$ cat src/pkg/cac_pkg.sv
// Constants and types for the counter arm and reset control block
package cac_pkg;

  // Clock and time base
  localparam int unsigned CLK_HZ        = 200_000_000;
  localparam int unsigned MS_PER_S      = 1000;
  localparam int unsigned MS_TICK_CYC   = CLK_HZ / MS_PER_S;

  // Display-time delays in milliseconds
  localparam logic [7:0]  REMOTE_DELAY_MS   = 8'h50;  // 80 ms
  localparam logic [7:0]  FAST_DELAY_MS     = 8'h05;  // 5 ms
  localparam logic [7:0]  TOTALIZE_DELAY_MS = 8'h50;  // 80 ms
  localparam logic [7:0]  MIN_DELAY_MS      = 8'h01;

  // Scaler digits and gate codes
  localparam logic [3:0]  DIGIT_END         = 4'h5;
  localparam logic [3:0]  DIGIT_TO_ARM      = 4'h8;
  localparam logic [3:0]  MIN_GATE_CODE     = 4'hD;
  localparam logic [3:0]  FIRST_TIME_DECADE = 4'h2;

  // Timeout: 3.6 gate lengths, one gate length is five digit steps
  localparam int unsigned TIMEOUT_TENTHS    = 36;
  localparam int unsigned STEPS_PER_GATE    = 5;
  localparam int unsigned TIMEOUT_STEPS     =
    TIMEOUT_TENTHS * STEPS_PER_GATE / 10;
  localparam logic [4:0]  TO_RELOAD         =
    5'(TIMEOUT_STEPS - 32'(DIGIT_TO_ARM));

  // Master reset length, also the power-on reset length
  localparam logic [3:0]  RESET_HOLD        = 4'h8;

  // Layout of the synchronised input vector
  localparam int unsigned SYN_W       = 20;
  localparam int unsigned B_GATE      = 0;   // 4 bits
  localparam int unsigned B_DPOS      = 4;   // 3 bits
  localparam int unsigned B_FUNC      = 7;   // 3 bits
  localparam int unsigned SEL_W       = 10;
  localparam int unsigned B_PDATA     = 10;
  localparam int unsigned B_TOTAL     = 11;
  localparam int unsigned B_REMOTE    = 12;
  localparam int unsigned B_PCLR      = 13;
  localparam int unsigned B_RCLR      = 14;
  localparam int unsigned B_RBTN      = 15;
  localparam int unsigned B_EXTARM    = 16;
  localparam int unsigned B_PARM      = 17;
  localparam int unsigned B_FAST      = 18;
  localparam int unsigned B_DISPEN    = 19;

  // Measurement phases
  typedef enum logic [2:0] {
    CAC_IDLE = 3'b001,
    CAC_GATE = 3'b010,
    CAC_SHOW = 3'b100
  } cac_meas_t;

endpackage : cac_pkg

$ cat src/rtl/cac_sync.sv
// Two-stage synchroniser, one stage pair per bit
`timescale 1ns/1ps
module cac_sync #(
  parameter int unsigned W = 1
) (
  input  wire logic         core_clk,
  input  wire logic         rst_n,
  input  wire logic [W-1:0] async_in,
  output logic      [W-1:0] sync_out
);

  // Per-bit flop pair; first stage feeds only the second
  genvar gi;
  generate
    for (gi = 0; gi < W; gi++) begin : g_bit
      logic meta_ff;
      logic hold_ff;
      always_ff @(posedge core_clk or negedge rst_n) begin
        if (!rst_n) begin
          meta_ff <= 1'b0;
          hold_ff <= 1'b0;
        end else begin
          meta_ff <= async_in[gi];
          hold_ff <= meta_ff;
        end
      end
      assign sync_out[gi] = hold_ff;
    end
  endgenerate

endmodule : cac_sync

$ cat src/rtl/cac_top.sv
// Measurement arming, gate end detection, timeout and reset combining
//
// How it works
// - While accumulating, exactly one time-scaler decade stays selected.
// - First decade takes its low bit from the auxiliary binary stage.
// - Period over 3.6 gate lengths aborts with reset and lamp test.
// - Timeout arms on digit 8, trips at 3.6 gate lengths, latches.
// - Arm from delay expiry, plug-in, external or reset end.
// - Display timer enable starts display delay; expiry arms next cycle.
// - Remote operation uses an 80 ms display delay, 5 ms with fast arm.
// - Fast arm sets a 5 ms display delay; totalize takes 80 ms over it.
// - First-cycle flag set by reset, arms at reset end, clears later.
// - Rate arm pulses on plug-in arm, reset, or display delay expiry.
// - Plug-in or totalize start processing from rate arm, not digit 5.
// - All reset sources merge into one master reset, with power-on.
// - Local selector changes or button reset; clears and timeout always.
// - Reset clears annunciator recheck flag; multiplier strobe sets it.
// - Gate code 13 drives single-cycle gate and blocks digit-5 stop.
// - Digit 5 from the selected decade closes the main gate.
// - Accumulate phase high while counting, low once the gate closes.
`timescale 1ns/1ps
module cac_top #(
  parameter int unsigned MS_TICK = cac_pkg::MS_TICK_CYC
) (
  input  wire logic       core_clk,
  input  wire logic       nrst,
  input  wire logic       display_timer_enable,
  input  wire logic       fast_arm_request,
  input  wire logic       plugin_arm_request,
  input  wire logic       external_arm_request,
  input  wire logic       reset_button,
  input  wire logic       remote_clear,
  input  wire logic       plugin_clear,
  input  wire logic       remote_mode,
  input  wire logic       totalize_select,
  input  wire logic       plugin_data_flag,
  input  wire logic [2:0] function_code,
  input  wire logic [2:0] display_position,
  input  wire logic [3:0] gate_setting_code,
  input  wire logic [7:0] rate_setting_ms,
  input  wire logic [3:0] decade_bits,
  input  wire logic       aux_lsb,
  input  wire logic [3:0] readout_address,
  input  wire logic       single_cycle_done,
  input  wire logic       multiplier_store_strobe,
  output logic      [3:0] decade_select_ff,
  output logic            main_gate_open_ff,
  output logic            accumulate_phase_ff,
  output logic            single_cycle_gate_ff,
  output logic            rate_arm_ff,
  output logic            processor_start_ff,
  output logic            lamp_test_ff,
  output logic            master_reset_ff,
  output logic            annunciator_recheck_ff
);

  logic                      rst_a_ff;
  logic                      rst_n_ff;
  logic [cac_pkg::SYN_W-1:0] raw;
  logic [cac_pkg::SYN_W-1:0] s;
  logic [cac_pkg::SYN_W-1:0] s_prev_ff;
  logic [cac_pkg::SYN_W-1:0] rise;
  cac_pkg::cac_meas_t        state_ff;
  logic [3:0]                digit_ff;
  logic [3:0]                nxt_digit;
  logic [17:0]               ms_cnt_ff;
  logic                      ms_tick;
  logic [7:0]                delay_ff;
  logic [7:0]                nxt_delay_load;
  logic                      delay_run_ff;
  logic                      delay_expire;
  logic                      to_armed_ff;
  logic [4:0]                to_cnt_ff;
  logic                      excess;
  logic [3:0]                rst_cnt_ff;
  logic                      reset_req;
  logic                      mreset_prev_ff;
  logic                      first_cycle_ff;
  logic                      first_arm;
  logic                      arm;
  logic                      rate_arm_now;
  logic                      proc_by_arm;
  logic                      min_gate;
  logic                      gate_close;
  logic                      fast;

  // Reset release through two flops
  always_ff @(posedge core_clk or negedge nrst) begin
    if (!nrst) begin
      rst_a_ff <= 1'b0;
      rst_n_ff <= 1'b0;
    end else begin
      rst_a_ff <= 1'b1;
      rst_n_ff <= rst_a_ff;
    end
  end

  // Synchronise front-panel, remote and plug-in controls, except the panel rate setting
  assign raw = {display_timer_enable, fast_arm_request, plugin_arm_request,
                external_arm_request, reset_button, remote_clear,
                plugin_clear, remote_mode, totalize_select,
                plugin_data_flag, function_code, display_position,
                gate_setting_code};

  cac_sync #(.W(cac_pkg::SYN_W)) u_sync (
    .core_clk (core_clk),
    .rst_n    (rst_n_ff),
    .async_in (raw),
    .sync_out (s)
  );

  // Previous values for edge and change detection
  always_ff @(posedge core_clk or negedge rst_n_ff) begin
    if (!rst_n_ff) begin
      s_prev_ff <= '0;
    end else begin
      s_prev_ff <= s;
    end
  end

  assign rise     = s & ~s_prev_ff;
  assign min_gate = s[cac_pkg::B_GATE +: 4] == cac_pkg::MIN_GATE_CODE;
  assign fast     = s[cac_pkg::B_FAST] | s[cac_pkg::B_TOTAL];

  // Decade address: gate decade while counting, readout address otherwise.
  // The gate decade is loaded on the arming edge too, so that the first
  // counting cycle already watches the right decade.
  always_ff @(posedge core_clk or negedge rst_n_ff) begin
    if (!rst_n_ff) begin
      decade_select_ff <= 4'h0;
    end else if (accumulate_phase_ff ||
                 (state_ff != cac_pkg::CAC_GATE && arm)) begin
      decade_select_ff <= s[cac_pkg::B_GATE +: 4];
    end else begin
      decade_select_ff <= readout_address;
    end
  end

  // Scaler digit, first decade low bit from auxiliary stage
  always_comb begin
    nxt_digit = decade_bits;
    if (decade_select_ff == cac_pkg::FIRST_TIME_DECADE) begin
      nxt_digit = {decade_bits[3:1], aux_lsb};
    end
  end

  always_ff @(posedge core_clk or negedge rst_n_ff) begin
    if (!rst_n_ff) begin
      digit_ff <= 4'h0;
    end else begin
      digit_ff <= nxt_digit;
    end
  end

  // Gate end: digit 5 unless single-cycle gate owns the gate
  assign gate_close = (state_ff == cac_pkg::CAC_GATE) &&
    (min_gate ? single_cycle_done
              : digit_ff == cac_pkg::DIGIT_END);

  // Millisecond tick divider
  always_ff @(posedge core_clk or negedge rst_n_ff) begin
    if (!rst_n_ff) begin
      ms_cnt_ff <= '0;
    end else if (ms_tick) begin
      ms_cnt_ff <= '0;
    end else begin
      ms_cnt_ff <= ms_cnt_ff + 18'h00001;
    end
  end
  assign ms_tick = ms_cnt_ff == 18'(MS_TICK - 1);

  // Display delay reload: totalize, fast, remote or panel rate
  always_comb begin
    if (s[cac_pkg::B_TOTAL]) begin
      nxt_delay_load = cac_pkg::TOTALIZE_DELAY_MS;
    end else if (fast) begin
      nxt_delay_load = cac_pkg::FAST_DELAY_MS;
    end else if (s[cac_pkg::B_REMOTE]) begin
      nxt_delay_load = cac_pkg::REMOTE_DELAY_MS;
    end else if (rate_setting_ms == 8'h00) begin
      nxt_delay_load = cac_pkg::MIN_DELAY_MS;
    end else begin
      nxt_delay_load = rate_setting_ms;
    end
  end

  // Display delay down-counter started by display timer enable
  always_ff @(posedge core_clk or negedge rst_n_ff) begin
    if (!rst_n_ff) begin
      delay_ff     <= 8'h00;
      delay_run_ff <= 1'b0;
    end else if (master_reset_ff) begin
      delay_run_ff <= 1'b0;
    end else if (rise[cac_pkg::B_DISPEN]) begin
      delay_ff     <= nxt_delay_load;
      delay_run_ff <= 1'b1;
    end else if (delay_run_ff && ms_tick) begin
      delay_ff     <= delay_ff - 8'h01;
      delay_run_ff <= delay_ff != 8'h01;
    end
  end
  assign delay_expire = delay_run_ff && ms_tick && delay_ff == 8'h01;

  // Arm sources and rate arm
  assign first_arm    = first_cycle_ff && mreset_prev_ff && !master_reset_ff;
  assign arm          = !master_reset_ff && (delay_expire | first_arm |
    rise[cac_pkg::B_PARM] | rise[cac_pkg::B_EXTARM]);
  assign rate_arm_now = rise[cac_pkg::B_PARM] | delay_expire |
    (master_reset_ff && !mreset_prev_ff);
  assign proc_by_arm  = s[cac_pkg::B_PDATA] | s[cac_pkg::B_TOTAL];

  // Measurement phase sequencer
  always_ff @(posedge core_clk or negedge rst_n_ff) begin
    if (!rst_n_ff) begin
      state_ff            <= cac_pkg::CAC_IDLE;
      main_gate_open_ff   <= 1'b0;
      accumulate_phase_ff <= 1'b0;
    end else if (master_reset_ff) begin
      state_ff            <= cac_pkg::CAC_IDLE;
      main_gate_open_ff   <= 1'b0;
      accumulate_phase_ff <= 1'b0;
    end else begin
      unique case (state_ff)
        cac_pkg::CAC_IDLE, cac_pkg::CAC_SHOW: begin
          if (arm) begin
            state_ff            <= cac_pkg::CAC_GATE;
            main_gate_open_ff   <= 1'b1;
            accumulate_phase_ff <= 1'b1;
          end
        end
        cac_pkg::CAC_GATE: begin
          if (gate_close) begin
            state_ff            <= cac_pkg::CAC_SHOW;
            main_gate_open_ff   <= 1'b0;
            accumulate_phase_ff <= 1'b0;
          end
        end
      endcase
    end
  end

  // Rate arm and processor start pulses
  always_ff @(posedge core_clk or negedge rst_n_ff) begin
    if (!rst_n_ff) begin
      rate_arm_ff        <= 1'b0;
      processor_start_ff <= 1'b0;
    end else begin
      rate_arm_ff        <= rate_arm_now;
      processor_start_ff <= proc_by_arm ? rate_arm_now
                                        : gate_close;
    end
  end

  // Excess gate time timeout, counted in digit steps
  always_ff @(posedge core_clk or negedge rst_n_ff) begin
    if (!rst_n_ff) begin
      to_armed_ff <= 1'b0;
      to_cnt_ff   <= 5'h00;
    end else if (state_ff != cac_pkg::CAC_GATE || master_reset_ff) begin
      to_armed_ff <= 1'b0;
    end else if (!to_armed_ff) begin
      if (digit_ff == cac_pkg::DIGIT_TO_ARM) begin
        to_armed_ff <= 1'b1;
        to_cnt_ff   <= cac_pkg::TO_RELOAD;
      end
    end else if (nxt_digit != digit_ff && to_cnt_ff != 5'h00) begin
      to_cnt_ff <= to_cnt_ff - 5'h01;
    end
  end
  assign excess = to_armed_ff && to_cnt_ff == 5'h00;

  // Lamp test latch, held until the next measurement is armed
  always_ff @(posedge core_clk or negedge rst_n_ff) begin
    if (!rst_n_ff) begin
      lamp_test_ff <= 1'b0;
    end else if (excess) begin
      lamp_test_ff <= 1'b1;
    end else if (arm) begin
      lamp_test_ff <= 1'b0;
    end
  end

  // Reset sources; local ones only outside remote operation
  assign reset_req = excess | rise[cac_pkg::B_RCLR] |
    rise[cac_pkg::B_PCLR] | (!s[cac_pkg::B_REMOTE] &&
    (rise[cac_pkg::B_RBTN] || s[cac_pkg::SEL_W-1:0] !=
     s_prev_ff[cac_pkg::SEL_W-1:0]));

  // Master reset stretcher; reset value gives the power-on reset
  always_ff @(posedge core_clk or negedge rst_n_ff) begin
    if (!rst_n_ff) begin
      rst_cnt_ff      <= cac_pkg::RESET_HOLD;
      master_reset_ff <= 1'b1;
      mreset_prev_ff  <= 1'b1;
    end else begin
      if (reset_req) begin
        rst_cnt_ff <= cac_pkg::RESET_HOLD;
      end else if (rst_cnt_ff != 4'h0) begin
        rst_cnt_ff <= rst_cnt_ff - 4'h1;
      end
      master_reset_ff <= reset_req || rst_cnt_ff > 4'h1;
      mreset_prev_ff  <= master_reset_ff;
    end
  end

  // First-cycle arm flag
  always_ff @(posedge core_clk or negedge rst_n_ff) begin
    if (!rst_n_ff) begin
      first_cycle_ff <= 1'b1;
    end else if (master_reset_ff) begin
      first_cycle_ff <= 1'b1;
    end else if (state_ff == cac_pkg::CAC_GATE && gate_close) begin
      first_cycle_ff <= 1'b0;
    end
  end

  // Single-cycle gate output and annunciator recheck flag
  always_ff @(posedge core_clk or negedge rst_n_ff) begin
    if (!rst_n_ff) begin
      single_cycle_gate_ff   <= 1'b0;
      annunciator_recheck_ff <= 1'b0;
    end else begin
      single_cycle_gate_ff <= min_gate;
      if (master_reset_ff) begin
        annunciator_recheck_ff <= 1'b0;
      end else if (multiplier_store_strobe) begin
        annunciator_recheck_ff <= 1'b1;
      end
    end
  end
endmodule : cac_top

$ cat config.mk
export PLATFORM = sky130hd
export DESIGN_NAME = cac_top
export DESIGN_NICKNAME = d
export VERILOG_FILES = /design/src/pkg/cac_pkg.sv /design/src/rtl/cac_sync.sv /design/src/rtl/cac_top.sv
export SDC_FILE = /design/constraint.sdc
export NUM_CORES = 1
export LEC_CHECK = 0
export BUFFER_PORTS_ARGS = -buffer_cell sky130_fd_sc_hd__buf_2
export CAP_MARGIN = 40
export CORE_MARGIN = 2
export CORE_UTILIZATION = 45
export CTS_BUF_LIST = sky130_fd_sc_hd__clkbuf_2
export CTS_CLUSTER_SIZE = 24
export DETAILED_ROUTE_END_ITERATION = 12
export SLEW_MARGIN = 0
export SYNTH_ARGS = -nofsm -noshare
export SYNTH_HDL_FRONTEND = slang
export SYNTH_SLANG_ARGS = --single-unit
$ cat constraint.sdc
create_clock -name core_clk -period 4.81 [get_ports core_clk]
set_input_delay 0.2405 -clock core_clk [delete_from_list [all_inputs] [get_ports core_clk]]
set_output_delay 0.2405 -clock core_clk [all_outputs]
set_load 0.005 [all_outputs]
=== After elaboration in Yosys (flattened, before gate mapping) ===
Cells that the tools add are included.

* Input bits: 41
* Word-level logic and storage cells: 166
* Flip-flop bits (word level): 119

* Add/sub/neg operators: 4
* Magnitude comparators: 1
* Eq/ne operators: 16
* Bitwise logic cells: 14
* Multiplexer cells: 36
* Reduce and logical (&&, ||, !) cells: 34

{| class="wikitable"
|+ Operators with widths
! cell !! number
|-
| $mux W8 || 6
|-
| $and A20 B20 Y20 || 1
|-
| $not A20 Y20 || 1
|-
| $add A18 B1 Y18 const B || 1
|-
| $eq A18 B18 Y1 const B || 1
|-
| $mux W1 || 18
|-
| $mux W18 || 1
|-
| $mux W5 || 3
|-
| $logic_and A1 B1 Y1 || 12
|-
| $mux W4 || 3
|-
| $reduce_bool A2 Y1 || 6
|-
| $ne A10 B10 Y1 || 1
|-
| $or A1 B1 Y1 || 10
|-
| $mux W3 || 3
|-
| $eq A4 B4 Y1 const B || 2
|-
| $eq A8 B1 Y1 const B || 1
|-
| $logic_not A8 Y1 || 1
|-
| $ne A8 B1 Y1 const B || 1
|-
| $sub A8 B1 Y8 const B || 1
|-
| $ne A3 B3 Y1 const B || 2
|-
| $pmux W3 S2 || 1
|-
| $logic_not A5 Y1 || 1
|-
| $reduce_bool A5 Y1 || 1
|-
| $sub A5 B1 Y5 const B || 1
|-
| 19 further kinds || 26
|}

=== Depth between registers and ports, before layout ===
* Depth after elaboration: 10
* Depth in mapped cells: 7
* Mapped depth without buffers: 7

=== Cells and area by module ===
A second synthesis with hierarchy kept.

* Cell total of the unflattened synthesis: 385
* Area, all modules: 4743.3 sq um

{| class="wikitable"
|+ Modules (own cells, without submodules)
! module !! times used !! sequential area each (sq um) !! cells each !! area each (sq um)
|-
| cac_top || 1 || 1858.0 || 325 || 3592.2
|-
| cac_sync || 1 || 1001.0 || 60 || 1151.1
|}

=== Least setup slack after synthesis ===
No wires, ideal clock.

* Kind: reg-to-reg
* From: reg decade_select_ff[0]
* To: reg to_cnt_ff[1]
* Cell stages (with the launch flop): 6
* Setup slack: 2.730 ns
* Arrival: 1.955 ns
* Setup time: 0.125 ns
* Cell sequence: dfrtp_1 -> nor4b_2 -> mux2i_1 -> mux2_2 -> or3_4 -> mux2_4

* Longest elaborated chain between the ends: 6

{| class="wikitable"
|+ RTL lines
! what !! RTL line !! RTL
|-
| from (decl) || cac_top.sv:46 || <nowiki>output logic [3:0] decade_select_ff,</nowiki>
|-
| from (signal assigned) || cac_top.sv:133 || <nowiki>decade_select_ff <= s[cac_pkg::B_GATE +: 4];</nowiki>
|-
| from (signal assigned) || cac_top.sv:135 || <nowiki>decade_select_ff <= readout_address;</nowiki>
|-
| $eq A4 B2 Y1 || cac_top.sv:142 || <nowiki>if (decade_select_ff == cac_pkg::FIRST_TIME_DECADE) begin</nowiki>
|-
| $mux W1 || cac_top.sv:142 ||
|-
| $ne A4 B4 Y1 || cac_top.sv:266 || <nowiki>end else if (nxt_digit != digit_ff && to_cnt_ff != 5'h00) begin</nowiki>
|-
| $logic_and A1 B1 Y1 || cac_top.sv:266 ||
|-
| $ne A2 B1 Y1 (no line) || - ||
|-
| $reduce_and A3 Y1 (no line) || - ||
|-
| to (signal assigned) || cac_top.sv:264 || <nowiki>to_cnt_ff <= cac_pkg::TO_RELOAD;</nowiki>
|-
| to (signal assigned) || cac_top.sv:267 || <nowiki>to_cnt_ff <= to_cnt_ff - 5'h01;</nowiki>
|-
| to (decl) || cac_top.sv:73 || <nowiki>logic [4:0] to_cnt_ff;</nowiki>
|}

Every way passes these cells.
A chain may end at the register's enable or synchronous reset.

=== Final worst setup path ===
* From: reg ms_cnt_ff[14]
* To: reg decade_select_ff[3]

* Longest elaborated chain between the ends: 10

{| class="wikitable"
|+ RTL lines
! what !! RTL line !! RTL
|-
| from (decl) || cac_top.sv:66 || <nowiki>logic [17:0] ms_cnt_ff;</nowiki>
|-
| from (signal assigned) || cac_top.sv:167 || <nowiki>ms_cnt_ff <= ms_cnt_ff + 18'h00001;</nowiki>
|-
| $eq A18 B18 Y1 || cac_top.sv:170 || <nowiki>assign ms_tick = ms_cnt_ff == 18'(MS_TICK - 1);</nowiki>
|-
| $logic_and A1 B1 Y1 (2 in series) || cac_top.sv:202 || <nowiki>assign delay_expire = delay_run_ff && ms_tick && delay_ff == 8'h01;</nowiki>
|-
| $or A1 B1 Y1 (2 in series) || cac_top.sv:206 || <nowiki>assign arm = !master_reset_ff && (delay_expire | first_arm |</nowiki>
|-
| $or A1 B1 Y1 || cac_top.sv:207 || <nowiki>rise[cac_pkg::B_PARM] | rise[cac_pkg::B_EXTARM]);</nowiki>
|-
| $logic_and A1 B1 Y1 || cac_top.sv:206 ||
|-
| $logic_and A1 B1 Y1 || cac_top.sv:132 || <nowiki>(state_ff != cac_pkg::CAC_GATE && arm)) begin</nowiki>
|-
| $logic_or A1 B1 Y1 || cac_top.sv:131 || <nowiki>end else if (accumulate_phase_ff ||</nowiki>
|-
| $mux W4 || cac_top.sv:131 ||
|}

Every way passes these cells.

==> flow_metrics.py <==
metrics = {
    "run_status": {
        "status": "completed",
    },
    "min_path": {
        "hold_path_startpoint": "rate_setting_ms[4]",
        "whs_path_depth": 5,
        "hold_class": "input port to register",
        "whs_endpoint": "delay_ff[4]$_DFFE_PN0P_",
    },
    "global_routing": {
        "grt_overflow": 0,
        "antenna_found_initial": 0,
        "grt_max_degree": 53,
        "grt_pass1_vias": 3075,
        "grt_pass1_wl_um": 14500,
        "grt_util_all_layers": 0.169,
    },
    "cells_and_area": {
        "drive_gt1_frac": 0.233,
        "mostFrequentLayoutCell": "dfrtp_1",
        "area_growth_pct": 22.3,
        "fin_nets": 509,
        "final_cell_mix": "dfrtp_1, buf_2, dlygate4sd3_1, nor2_1, clkbuf_2",
        "num_antenna_cells": 0,
        "multi_input_area_sq_um": 1580,
        "n_fill_cell": 865,
        "seq_area_sq_um": 2860,
    },
    "setup_path": {
        "worstSetupPathType": "register to register",
        "r2r-end": "decade_select_ff[3]$_DFF_PN0_",
        "worstPathCellList": "or4_1, nor3_2, a41oi_2, o21bai_4, mux2_2",
        "critPathCaptureType": "register",
        "rr_startpoint": "ms_cnt_ff[14]$_DFF_PN0_",
        "reg2reg_depth": 5,
        "r2r_slack_ps": 2330,
        "cp-start-kind": "register",
        "cp.required_ps": 5320,
        "cpPeakStageDelay_ps": 550,
        "cp_max_fo": 11,
        "slowest_stage": "or4_1",
        "arrival_ps": 2990,
    },
    "synthesis": {
        "synth_top_area_cell": "dfrtp_1",
        "ys_types": 70,
        "synth_edf_count": 0,
        "synth_top_area_frac": 0.599,
        "yosys_warnings": 0,
        "async_flop_share": 1.00,
        "synth_ff_type": "dfrtp_1",
        "syn_area_sq_um": 4550,
        "synthesis.instances": 360,
        "synth_top_cells_by_area": "dfrtp_1, xor2_1, dfstp_2",
        "ys_ff_latch": 114,
        "syn_nets": 409,
        "syn_area_per_cell_sq_um": 12.7,
        "synth_sequential_area_ratio": 0.628,
    },
    "clock_network": {
        "cts_buffers": 17,
        "cts_buffer_depth": 2,
        "clock_sinks": 114,
        "path_clk_slew_ps": 180,
        "cts_htree_levels": 4,
        "holdBufCountCts": 36,
        "post-cts-setup-buffers": 0,
        "cts_tree": "yes",
        "cts.repair.resized": 0,
        "root_buffer": "clkbuf_2",
        "clk_latency_ps": 620,
    },
    "route": {
        "first_pass_iters": 4,
        "drt-total-wl_um": 8460,
        "drtIter0Drc": 106,
        "via_per_inst": 4.98,
        "ant_nets": 0,
        "via_count": 3019,
        "wire_per_inst_um": 14.0,
        "drcViolationCount": 0,
    },
    "sta": {
        "clock_skew_ps": 28.5,
        "drv_slew": 0,
        "timing.slew.headroom": 0.533,
        "fmax_mhz": 403,
        "hold_viol": 0,
        "tns_ps": 0,
        "setup_viol": 0,
        "timing.final.crit_share": 0.515,
        "tightest_slew_ps": 696,
        "period_minus_slack_ps": 2480,
        "setup_ws_ps": 2330,
        "rsz0062_at_grt": "no",
    },
    "place": {
        "pre_cts_slack_ps": 2380,
        "io_buffers": 52,
        "gp_congestion": 0.802,
        "dpl.hpwl_um": 5540,
    },
    "pwr": {
        "vdd_drop_max_mv": 0.310,
        "p_per_area_nw_per_um2": 324,
        "p_leak_uw": 0.00254,
    },
    "floorplanning": {
        "row_count": 36,
        "dieArea_sq_um": 10900,
        "die_y_um": 105,
        "fp.dieW_um": 105,
        "core_area_sq_um": 9820,
        "initial_utilization": 0.464,
        "io_pins": 53,
    },
    "flow_run": {
        "maxCapViolCount": 0,
    },
}
cell type report:
cell class | instances | share of cell area
inverter | 16 | 0.0108
timing repair buffer | 91 | 0.120
sequential | 114 | 0.514
clock buffer | 19 | 0.0171
multi-input combinational | 220 | 0.284
clock inverter | 13 | 0.0247
tap | 133 | 0.0299
worst max-delay path by stage:
stage / start / to / slack, ps / depth (start not counted)
3_5_place_dp: ms_cnt_ff[14]$_DFF_PN0_ / decade_select_ff[3]$_DFF_PN0_ / 2380 / 5
3_3_place_gp: ms_cnt_ff[14]$_DFF_PN0_ / decade_select_ff[0]$_DFF_PN0_ / 2410 / 5
6_report: ms_cnt_ff[14]$_DFF_PN0_ / decade_select_ff[3]$_DFF_PN0_ / 2330 / 5
4_1_cts: ms_cnt_ff[14]$_DFF_PN0_ / decade_select_ff[3]$_DFF_PN0_ / 2330 / 5
2_1_floorplan: rst_n_ff$_DFF_PN0_ / annunciator_recheck_ff$_DFFE_PN0P_ / 1410 / 0
5_1_grt: ms_cnt_ff[14]$_DFF_PN0_ / decade_select_ff[1]$_DFF_PN0_ / 2180 / 5
report_power, final:
group / leakage [uW] / total, uW / internal (uW) / switching, uW
logic: 0.00103 / 155 / 81.7 / 73.6
clock network: 0.000130 / 604 / 241 / 363
registers: 0.00138 / 1050 / 1010 / 39.6
total: 0.00254 / 1810 / 1330 / 476
Yosys cell counts (all sizes together), types with 2 or more instances:
master,instances
or3,2
and4,3
nor4,8
nand4b,2
a2bb2oi,2
xnor2,8
nor3b,3
nand3,13
o41ai,2
nand2,14
o21ai,15
xor2,18
o22ai,4
o31ai,2
and3,5
nand2b,9
a21o,3
or4,2
nor3,11
a31oi,2
dfrtp,109
buf,7
clkbuf,3
a21oi,10
nor2b,4
o21bai,2
nor4b,5
dfstp,5
a41oi,3
and2,4
mux2i,6
mux2,8
nor2,19
nand4,3
inv,16
ha,8
per-stage QoR:
step,hold slack (ps),area [sq um],std cells,util,total power [uW]
2_1_floorplan,-55.1,4550,360,-,1140
5_1_grt,34.0,5570,606,0.567,1910
3_3_place_gp,24.8,4940,536,0.503,1190
4_1_cts,8.53,5560,605,0.566,1830
3_5_place_dp,26.7,4960,537,0.506,1200
6_report,65.0,5570,606,0.567,1810
flip-flops by register name, indices dropped and copies added, names as in the netlist, 3 cells and up:
signal,cells
decade_select_ff,4
delay_ff,8
digit_ff,4
ms_cnt_ff,18
rst_cnt_ff,4
s_prev_ff,16
state_ff,3
to_cnt_ff,5
u_sync.g_bit.hold_ff,20
u_sync.g_bit.meta_ff,20
cells by family after synthesis:
logic type | share of synthesized area
other cells | 0.000823
xor+xnor | 0.0500
compound gates | 0.0887
flops | 0.628
fa+ha+maj | 0.0220
mux | 0.0338
buf+inv | 0.0253
simple gates | 0.152
metal layers:
metal / part of all wire / wire [um] / GRT usage / vias up
li1: - / - / - / 1484
met1: 0.49 / 4190 / 0.234 / 1463
met2: 0.45 / 3840 / 0.249 / 65
met3: 0.042 / 359 / 0.0580 / 7
met4: 0.0085 / 72 / 0.0619 / 0
met5: 0 / 0 / 0 / -
critical path, delay by kind of cell (launching register included):
kind            cells  cell delay [ps]
compound gates      2              480
flops               1              440
mux                 1              350
simple gates        2             1100
(Power assumes the default switching activity.)
